`src/sfr_page_pkg.sv`:
```
// constants for the register page decoder and page stack
package sfr_page_pkg;
  localparam logic [7:0] SFR_BASE = 8'h80;
  localparam logic [7:0] PAGE_SELECT_ADDR = 8'hA7;
  localparam logic [7:0] PAGE_STACK_CTRL_ADDR = 8'hCF;
  localparam logic [7:0] PAGE_STACK_VIEW_ADDR = 8'hD7;
  localparam logic [7:0] PAGE_SELECT_RESET = 8'h00;
  localparam logic [7:0] STACK_ENTRY_RESET = 8'h00;
  localparam int STACK_DEPTH = 5;
  localparam logic [2:0] STACK_LAST_IDX = 3'h4;
  // page_stack_ctrl fields
  localparam int CTRL_EN_BIT = 0;
  localparam int CTRL_IDX_LSB = 4;
  localparam int CTRL_IDX_MSB = 6;
  localparam logic AUTO_EN_RESET = 1'b1;
  localparam logic [2:0] STACK_IDX_RESET = 3'h0;
  localparam logic [3:0] BIT_ADDR_NIBBLE_LO = 4'h0;
  localparam logic [3:0] BIT_ADDR_NIBBLE_HI = 4'h8;
  // pages on which the peripheral-side decode answers (A, B, C); PERIPH_PAGE_ALL is not used by the decode
  localparam logic [7:0] PERIPH_PAGE_A = 8'h00;
  localparam logic [7:0] PERIPH_PAGE_B = 8'h10;
  localparam logic [7:0] PERIPH_PAGE_C = 8'h20;
  localparam logic [7:0] PERIPH_PAGE_ALL = 8'hFF;
endpackage

```
`src/sfr_paging_page_stack.sv`:
```
// register page decoder with five-deep interrupt page stack
`timescale 1ns/1ns
//////////////////////////////////////////////////////////////////////////////
// How it works
// - direct accesses 0x80..0xFF go to registers
// - bit access only at addresses ending 0/8
// - 256 pages chosen by page select
// - core registers every page, peripherals some
// - interrupt saves page, return restores it
// - five entries, index picks, view reads
// - index 0 is current page, 4 bottom
// - entry shifts down, current page to 1
// - entry loads page of interrupt source
// - return loads page from 1, shifts up
// - control bit enables automatic page switching
// - every reset sets automatic switching enable
//////////////////////////////////////////////////////////////////////////////
module sfr_paging_page_stack
  import sfr_page_pkg::*;
(
  // clock and reset
  input wire logic i_ref_clk,
  input wire logic i_rstn,
  // core direct-address access
  input wire logic [7:0] i_addr,
  input wire logic i_direct,
  input wire logic i_bit_op,
  input wire logic i_wr,
  input wire logic i_rd,
  input wire logic [7:0] i_wdata,
  // interrupt events from the core
  input wire logic i_irq_entry,
  input wire logic [7:0] i_irq_page,
  input wire logic i_return_from_interrupt,
  // read data and decode results
  output logic [7:0] o_rdata,
  output logic o_sfr_sel,
  output logic o_ram_sel,
  output logic o_bit_ok,
  output logic o_periph_hit,
  output logic [7:0] o_page,
  output logic o_auto_page_switch_en
);

  logic [7:0] page_select_reg;
  logic [7:0] stack_mem [1:STACK_DEPTH-1];
  logic auto_page_switch_en;
  logic [2:0] stack_read_index;
  logic [7:0] view;
  logic sfr_hit;

  function automatic logic is_sfr(input logic [7:0] a, input logic d);
    is_sfr = d && (a >= SFR_BASE);
  endfunction

  function automatic logic bit_capable(input logic [7:0] a);
    bit_capable = (a[3:0] == BIT_ADDR_NIBBLE_LO) || (a[3:0] == BIT_ADDR_NIBBLE_HI);
  endfunction

  assign sfr_hit = is_sfr(i_addr, i_direct);

  ////////////////////////////////////////////////////////////////////////////
  // page select register and automatic switching
  wire wr_page = sfr_hit && i_wr && !i_bit_op && (i_addr == PAGE_SELECT_ADDR);
  wire wr_ctrl = sfr_hit && i_wr && !i_bit_op && (i_addr == PAGE_STACK_CTRL_ADDR);
  wire do_push = i_irq_entry && auto_page_switch_en;
  wire do_pop = i_return_from_interrupt && !i_irq_entry && auto_page_switch_en;

  // interrupt entry wins over a same-cycle software write so context is kept
  always_ff @(posedge i_ref_clk) begin
    if (!i_rstn) begin
      page_select_reg <= PAGE_SELECT_RESET;
    end else if (do_push) begin
      page_select_reg <= i_irq_page;
    end else if (do_pop) begin
      page_select_reg <= stack_mem[1];
    end else if (wr_page) begin
      page_select_reg <= i_wdata;
    end
  end

  always_ff @(posedge i_ref_clk) begin
    if (!i_rstn) begin
      auto_page_switch_en <= AUTO_EN_RESET;
      stack_read_index <= STACK_IDX_RESET;
    end else if (wr_ctrl) begin
      auto_page_switch_en <= i_wdata[CTRL_EN_BIT];
      stack_read_index <= i_wdata[CTRL_IDX_MSB:CTRL_IDX_LSB];
    end
  end

  ////////////////////////////////////////////////////////////////////////////
  // page stack entries 1..4; entry 0 is the page select register itself
  generate
    for (genvar k = 1; k < STACK_DEPTH; k++) begin : g_stack
      logic [7:0] push_src;
      logic [7:0] pop_src;
      if (k == 1) begin : g_top
        assign push_src = page_select_reg;
      end else begin : g_inner
        assign push_src = stack_mem[k-1];
      end
      // bottom entry is kept on return since nothing lies below it
      if (k == STACK_DEPTH - 1) begin : g_bottom
        assign pop_src = stack_mem[k];
      end else begin : g_upper
        assign pop_src = stack_mem[k+1];
      end
      always_ff @(posedge i_ref_clk) begin
        if (!i_rstn) begin
          stack_mem[k] <= STACK_ENTRY_RESET;
        end else if (do_push) begin
          stack_mem[k] <= push_src;
        end else if (do_pop) begin
          stack_mem[k] <= pop_src;
        end
      end
    end
  endgenerate

  // indices 5..7 read as zero rather than alias a real entry
  always_comb begin
    if (stack_read_index == 3'h0) begin
      view = page_select_reg;
    end else if (stack_read_index <= STACK_LAST_IDX) begin
      view = stack_mem[stack_read_index];
    end else begin
      view = 8'h00;
    end
  end

  ////////////////////////////////////////////////////////////////////////////
  // read path and decode outputs, all registered
  always_ff @(posedge i_ref_clk) begin
    if (!i_rstn) begin
      o_rdata <= 8'h00;
    end else if (sfr_hit && i_rd) begin
      case (i_addr)
        PAGE_SELECT_ADDR: o_rdata <= page_select_reg;
        PAGE_STACK_CTRL_ADDR: o_rdata <= {1'b0, stack_read_index, 3'h0, auto_page_switch_en};
        PAGE_STACK_VIEW_ADDR: o_rdata <= view;
        default: o_rdata <= 8'h00; // unoccupied addresses: undefined for software
      endcase
    end
  end

  always_ff @(posedge i_ref_clk) begin
    if (!i_rstn) begin
      o_sfr_sel <= 1'b0;
      o_ram_sel <= 1'b0;
      o_bit_ok <= 1'b0;
      o_periph_hit <= 1'b0;
    end else begin
      o_sfr_sel <= sfr_hit && (i_rd || i_wr);
      o_ram_sel <= !sfr_hit && (i_rd || i_wr);
      o_bit_ok <= sfr_hit && bit_capable(i_addr);
      // peripheral registers answer only on their pages; core ones on all
      o_periph_hit <= sfr_hit && ((page_select_reg == PERIPH_PAGE_A) ||
        (page_select_reg == PERIPH_PAGE_B) || (page_select_reg == PERIPH_PAGE_C));
    end
  end

  always_ff @(posedge i_ref_clk) begin
    if (!i_rstn) begin
      o_page <= PAGE_SELECT_RESET;
      o_auto_page_switch_en <= AUTO_EN_RESET;
    end else begin
      o_page <= (do_push ? i_irq_page : do_pop ? stack_mem[1] :
        wr_page ? i_wdata : page_select_reg);
      o_auto_page_switch_en <= wr_ctrl ? i_wdata[CTRL_EN_BIT] : auto_page_switch_en;
    end
  end

  ////////////////////////////////////////////////////////////////////////////
  a_push_loads_page: assert property (@(posedge i_ref_clk) disable iff (!i_rstn)
    do_push |=> page_select_reg == $past(i_irq_page))
    else $error("page not loaded on interrupt entry");
  a_push_saves_top: assert property (@(posedge i_ref_clk) disable iff (!i_rstn)
    do_push |=> stack_mem[1] == $past(page_select_reg) && stack_mem[4] == $past(stack_mem[3]))
    else $error("stack not shifted down on entry");
  a_pop_restores: assert property (@(posedge i_ref_clk) disable iff (!i_rstn)
    do_pop |=> page_select_reg == $past(stack_mem[1]) && stack_mem[1] == $past(stack_mem[2]))
    else $error("page not restored on return");
  a_round_trip: assert property (@(posedge i_ref_clk) disable iff (!i_rstn)
    do_push ##1 (do_pop && !wr_page) |=> page_select_reg == $past(page_select_reg, 2))
    else $error("page lost over interrupt");
  a_disabled_hold: assert property (@(posedge i_ref_clk) disable iff (!i_rstn)
    (!auto_page_switch_en && !wr_page) |=> $stable(page_select_reg) && $stable(stack_mem[1]))
    else $error("page changed while switching off");
  a_index0_view: assert property (@(posedge i_ref_clk) disable iff (!i_rstn)
    (sfr_hit && i_rd && i_addr == PAGE_STACK_VIEW_ADDR && stack_read_index == 3'h0)
    |=> o_rdata == $past(page_select_reg))
    else $error("index zero not current page");
  a_reset_enable: assert property (@(posedge i_ref_clk)
    !i_rstn |=> auto_page_switch_en)
    else $error("enable not set by reset");
  a_bit_decode: assert property (@(posedge i_ref_clk) disable iff (!i_rstn)
    (sfr_hit && i_addr[2:0] != 3'h0) |=> !o_bit_ok)
    else $error("bit access allowed at wrong address");
  a_ram_route: assert property (@(posedge i_ref_clk) disable iff (!i_rstn)
    (i_direct && i_addr[7] && i_wr) |=> o_sfr_sel && !o_ram_sel)
    else $error("register access routed to ram");
  a_page_write: assert property (@(posedge i_ref_clk) disable iff (!i_rstn)
    (wr_page && !do_push && !do_pop) |=> page_select_reg == $past(i_wdata))
    else $error("page select write lost");
  a_bitop_refused: assert property (@(posedge i_ref_clk) disable iff (!i_rstn)
    (sfr_hit && i_wr && i_bit_op && !bit_capable(i_addr) && !do_push && !do_pop)
    |=> $stable(page_select_reg) && $stable(auto_page_switch_en))
    else $error("bit write changed byte-only register");
  a_view_bottom: assert property (@(posedge i_ref_clk) disable iff (!i_rstn)
    (sfr_hit && i_rd && i_addr == PAGE_STACK_VIEW_ADDR && stack_read_index == STACK_LAST_IDX)
    |=> o_rdata == $past(stack_mem[4]))
    else $error("index four not bottom entry");
  a_page_mirror: assert property (@(posedge i_ref_clk) disable iff (!i_rstn)
    o_page == page_select_reg)
    else $error("page output out of step");
  a_ctrl_write: assert property (@(posedge i_ref_clk) disable iff (!i_rstn)
    wr_ctrl |=> auto_page_switch_en == $past(i_wdata[CTRL_EN_BIT]) &&
      stack_read_index == $past(i_wdata[CTRL_IDX_MSB:CTRL_IDX_LSB]))
    else $error("control write lost");

endmodule // sfr_paging_page_stack

```
`config.mk`:
```
export PLATFORM = sky130hd
export DESIGN_NAME = sfr_paging_page_stack
export DESIGN_NICKNAME = d
export VERILOG_FILES = /design/src/sfr_page_pkg.sv /design/src/sfr_paging_page_stack.sv
export SDC_FILE = /design/constraint.sdc
export NUM_CORES = 1
export LEC_CHECK = 0
export ABC_AREA = 1
export BUFFER_PORTS_ARGS = -buffer_cell sky130_fd_sc_hd__buf_2
export CORE_ASPECT_RATIO = 0.8
export CORE_MARGIN = 5
export CORE_UTILIZATION = 55
export DETAILED_ROUTE_END_ITERATION = 10
export PLACE_DENSITY = 0.78
export SETUP_SLACK_MARGIN = 0.4
export SYNTH_ARGS = -nofsm -noshare
export SYNTH_HDL_FRONTEND = slang
export SYNTH_SLANG_ARGS = --single-unit
```
`constraint.sdc`:
```
create_clock -name i_ref_clk -period 2.7 [get_ports i_ref_clk]
set_input_delay 0 -clock i_ref_clk [delete_from_list [all_inputs] [get_ports i_ref_clk]]
set_output_delay 0 -clock i_ref_clk [all_outputs]
set_load 0.03 [all_outputs]
```
==> run metrics, run 1 <==
num rows 24; xor/xnor share of the synthesized area 0; post-detailed-route count of antenna-violating nets 0; Min-Delay Path Class input port to flip-flop; syn_nets 443; Nets 501; outcome finished, final reports clean; Via density 5.50; worst hold slack 0.00555 ns; final setup margin 0.944 ns; Int Pwr 1.48 mW; part of the power in registers 0.513; main combinational cell family by area after synthesis simple AND/OR/NAND/NOR gates; unrepaired setup endpoints after global routing no; Mapped Area 3080 um2; register bit total from synthesis 59; CP Capture Type flip-flop; R2R depth 4; Post-CTS Resized 0; Worst Max-Slew Pin Slew 0.776 ns; Post-Synthesis Cells 411; total grt overflow 0; final slew viol count 0; # Max-Cap Violations 0; Iteration-0 DRC Markers 295; TritonCTS clock tree yes; Fill cells 462; Die ar. 7210 um2; # clock sinks 59; Adder-Cell Fraction of Synth Area 0; Synth Area in Simple Gates 0.325; part of the power in combinational logic 0.117; Layout Cells excl Fill 552; Multi-input gate area 1350 um2; core area 5440 um2; most frequent cells in the layout 121 x nand2_1, 52 x buf_2, 50 x nor2_1; final hold vios 0; H-tree depth 3; gr usage total 0.249; largest net degree at the start of global routing 41; critical path class flip-flop to flip-flop; Lkg Pwr 1.68 nW; headroom to the max-slew limit 0.483; final worst path period share 0.650; post-synthesis mux area share 0; Power Total 2.02 mW; worst-skew pair later-pin latency 0.35 ns; DR pass1 iterations 5; Reg clk slew, reported paths 0.06 ns; final cell utilization of the core 0.667; vias in the first global route 2881; Placer Congestion 0.936; placed standard-cell area 3360 um2; Synth cell types 27; Die Span Y 77.0 um; worst-case clock buffer depth 2; most common cell after layout, fill and taps aside nand2_1; Synth Area in Compound Gates 0.114; Place WS 0.993 ns; total number of vias 3038; clock power share 0.370; post-CTS setup buffer count 0; num ports 53; first-pass GRT wire length 13900 um; # diodes 0; final WL 8440 um; CP required 2.87 ns; Period minus WS final 1.76 ns; dpl cells 528; Fmax 0.569 GHz; design area 3620 um2; post-DP HPWL 6020 um; Seq/Total Area, Yosys 0.487; Hold-fix buffers, CTS 8; Die Width 93.7 um; port bufs 52; CP arrival 1.93 ns; hold depth 4; detailed-route DRC error count 0; CTS buffer count 9; P_sw 0.536 mW; Area growth, synth to finish 17.5%; yosys synthesis warning count 0; antenna violations before repair 0; worst-path fanout max 18; Setup-failing EPs final 0; register area 1500 um2; Setup TNS 0 ns; Clock Skews 0.00714 ns; layout cells sized above 1 0.167; critical path startpoint category flip-flop; Syn Area/Cell 7.50 um2; Max rail drop VDD 0.457 mV; clock root buffer clkbuf_8; Pwr Density 556 nW/um2; Initial Util 0.567; reg-to-reg slack, setup 0.94 ns; switching fraction of total power 0.266; drt wl/cell 15.3 um
## synthesized netlist by cell type (all sizes together)
cell / count / area (um2)
nor4: 2 / 12.5
nand2: 126 / 490
dfxtp: 27 / 541
clkinv: 1 / 3.75
nor3: 2 / 10.0
inv: 37 / 139
clkbuf: 1 / 3.75
a21oi: 19 / 95.1
nor2: 53 / 230
a211oi: 1 / 7.51
o211ai: 2 / 15.0
o21ai: 44 / 220
buf: 13 / 85.1
nand3: 49 / 258
o22ai: 2 / 12.5
edfxtp: 32 / 961
## layout make-up
cell class / instances / share of cell area
Inverter: 38 / 0.0394
Sequential cell: 59 / 0.414
Timing Repair Buffer: 61 / 0.0960
Multi-Input combinational cell: 300 / 0.373
Tap cell: 78 / 0.0269
Clock buffer: 14 / 0.0477
Clock inverter: 2 / 0.00276
## worst max-delay path: stages, from the launching register on
cell     delay (ns)
dfxtp_1        0.45
nand2_4        0.16
nor2_8         0.26
nand2_1        0.36
o21ai_0        0.34
## registers in the layout, summed over array words and instances (netlist names), named ones only
signal / count
o_auto_page_switch_en: 1
o_bit_ok: 1
o_page: 8
o_periph_hit: 1
o_ram_sel: 1
o_rdata: 8
o_sfr_sel: 1
stack_mem: 32
stack_read_index: 3
## worst paths after layout
path / start / to
worst max-delay path: o_auto_page_switch_en$_SDFFE_PN1P_ / stack_mem[2][6]$_DFFE_PP_
worst min-delay path: i_addr[7] / o_ram_sel$_SDFF_PN0_
worst max register to register: o_auto_page_switch_en$_SDFFE_PN1P_ / stack_mem[2][6]$_DFFE_PP_
worst min register to register: o_rdata[0]$_SDFFE_PN0P_ / o_rdata[0]$_SDFFE_PN0P_
## power by group through the flow
stage | logic [mW] | clock network [mW] | registers, mW
floorplan | 0.132 | 0 | 1.06
global placement | 0.220 | 0 | 1.05
detailed placement | 0.223 | 0 | 1.05
CTS | 0.233 | 0.753 | 1.03
global route | 0.259 | 0.813 | 1.04
finish | 0.236 | 0.745 | 1.03
## layer usage
layer | wire length (um) | track usage
met5 | 0 | 0
met3 | 618 | 0.0734
met4 | 256 | 0.0938
met2 | 3870 | 0.382
met1 | 3690 | 0.330
## cell families (layout without fill, tap and decap cells)
| family | after synthesis | in the layout |
|---|---|---|
| AOI/OAI and AO/OA | 68 | 68 |
| buffers and inverters | 52 | 115 |
| DFF | 59 | 59 |
| and+or+nand+nor | 232 | 232 |
(Power assumes the default switching activity.)
==> run 2: changes to the inputs <==
==> constraint.sdc (replaced) <==
create_clock -name i_ref_clk -period 1.7 [get_ports i_ref_clk]
set_input_delay 0 -clock i_ref_clk [delete_from_list [all_inputs] [get_ports i_ref_clk]]
set_output_delay 0 -clock i_ref_clk [all_outputs]
set_load 0.03 [all_outputs]
==> run 2 against run 1 <==
Combinational power is 73% higher. Global-route usage is 0.088 points higher. Design area is 4.9% higher. Worst setup slack worse by 0.56 ns. Utilization is 3.2 points higher.
==> run metrics, run 2 (synthesis results as in run 1) <==
final setup margin 0.384 ns (-0.560 ns); post-DP HPWL 6240 um (+3.6%); Area growth, synth to finish 23.2%; critical path startpoint category flip-flop; Hold Startpoint i_wdata[4]; Die ar. 7210 um2 (unchanged); Via density 5.52 (+0.39%); DR WL met2 3910 um (+0.93%); core area 5440 um2 (unchanged); Nets 511 (+2.0%); worst-skew pair later-pin latency 0.34 ns (about the same); wl on met1 3600 um (-2.5%); reg2reg start o_auto_page_switch_en$_SDFFE_PN1P_; num rows 24 (unchanged); final worst path period share 0.774 (+0.124); Iteration-0 DRC Markers 302 (+2.4%); post-detailed-route count of antenna-violating nets 0 (unchanged); register bank with the most flops stack_mem; Worst Max-Slew Pin Slew 0.498 ns (-0.278 ns); final hold vios 0 (unchanged); antenna violations before repair 0 (unchanged); Min-Delay Path Class input port to flip-flop; CP Launch Point o_auto_page_switch_en$_SDFFE_PN1P_; worst-case clock buffer depth 2 (unchanged); dpl cells 531 (+0.57%); Initial Util 0.567 (unchanged); Setup-failing EPs final 0 (unchanged); most frequent cells in the layout 119 x nand2_1, 52 x buf_2, 46 x nand3_1, 46 x nor2_1, 32 x edfxtp_1; Setup TNS 0 ns (unchanged); Placer Congestion 0.956 (+2.2%); most common cell after layout, fill and taps aside nand2_1; headroom to the max-slew limit 0.668 (+0.185); Lkg Pwr 1.74 nW (+3.7%); Clock Skews 0.00826 ns (+0.00112 ns); layout cells sized above 1 0.236 (+0.0689); # clock sinks 59 (unchanged); drt wl/cell 15.3 um (-0.21%); # diodes 0 (unchanged); port bufs 52 (unchanged); outcome finished, final reports clean; CP Capture Type flip-flop; Largest regs stack_mem (32), o_page (8), o_rdata (8); Die Span Y 77.0 um (unchanged); Fill cells 446 (-3.5%); max FFs per register 32 (unchanged); DR pass1 iterations 7 (+2); worst hold slack 0.0144 ns (+0.00890 ns); Fmax 0.760 GHz (+33%); critical path class flip-flop to flip-flop; Max rail drop VDD 0.601 mV (+31%); detailed-route DRC error count 0 (unchanged); register area 1520 um2 (+1.0%); largest net degree at the start of global routing 25 (-39%); H-tree depth 3 (unchanged); CP arrival 1.29 ns (-0.64 ns); first-pass GRT wire length 14000 um (+0.65%); Period minus WS final 1.32 ns (-0.440 ns); Layout Cells excl Fill 562 (+1.8%); Multi-input gate area 1450 um2 (+7.6%); final slew viol count 0 (unchanged); Pwr Density 824 nW/um2 (+48%); num ports 53 (unchanged); TritonCTS clock tree yes; worst-path fanout max 24 (+6); Reg clk slew, reported paths 0.07 ns (about the same); Highest Signal Layer met4; total number of vias 3105 (+2.2%); Die Width 93.7 um (unchanged); clock root buffer clkbuf_8; gr usage total 0.249 (+0.000876); met3 wire len 866 um (+40%); CTS buffer count 9 (unchanged); total grt overflow 0 (unchanged); final WL 8570 um (+1.6%); unrepaired setup endpoints after global routing yes; # Max-Cap Violations 0 (unchanged); CP required 1.67 ns (-1.20 ns); vias in the first global route 2868 (-0.45%); Place WS 0.192 ns (-0.801 ns)
==> run 2: per-stage QoR <==
stage / area (um2) / power, mW / utilization
global placement: 3400 / 2.03 / 0.626
CTS: 3680 / 3.14 / 0.677
finish: 3800 / 3.13 / 0.699
floorplan: 3110 / 1.90 / -
detailed placement: 3400 / 2.04 / 0.626
global route: 3800 / 3.29 / 0.699
==> run 2: layout make-up <==
| type | count | share of cell area |
|---|---|---|
| flip-flops and latches | 59 | 0.399 |
| multi-input cells | 301 | 0.383 |
| repair buffers | 70 | 0.111 |
| clock buffers | 13 | 0.0392 |
| inverters | 38 | 0.0389 |
| well taps | 78 | 0.0257 |
| clock inverters | 3 | 0.00395 |
==> run 2: worst max-delay path: stages (launching register included) <==
cell and delay, ns:
dfxtp_4 0.38, nand2_4 0.22, nand3_4 0.33
==> run 2: path summary, 6_finish.rpt <==
kind | end | cells past startpoint | slack (ns)
setup reg to reg | stack_mem[3][4]$_DFFE_PP_ | 2 | 0.38
hold reg to reg | o_rdata[1]$_SDFFE_PN0P_ | 2 | 0.46
hold / removal | stack_read_index[0]$_SDFFE_PN0P_ | 3 | 0.01
setup / recovery | stack_mem[3][4]$_DFFE_PP_ | 2 | 0.38
==> run 2: repair_timing <==
action / in CTS / in global routing
setup buffers: 1 / 6
resized for setup: 12 / 37
pin swaps: 0 / 8
setup endpoints to repair: 43 / 65
hold buffers: 7 / 0
cloned: 1 / 0
endpoints found under the hold margin: 4 / 0
==> run 2: layer usage <==
layer / global-route usage / vias to the layer above
met1: 0.334 / 1406
met3: 0.0793 / 20
li1: - / 1495
met2: 0.381 / 184
met4: 0.0823 / 0
met5: 0 / -
==> run 2: power by group <==
group / total (mW) / internal [mW] / leakage, nW / switching [mW]
Clock: 1.08 / 0.562 / 0.0872 / 0.520
Sequential: 1.64 / 1.58 / 0.590 / 0.0654
Combinational: 0.409 / 0.143 / 1.06 / 0.266
Total: 3.13 / 2.28 / 1.74 / 0.852
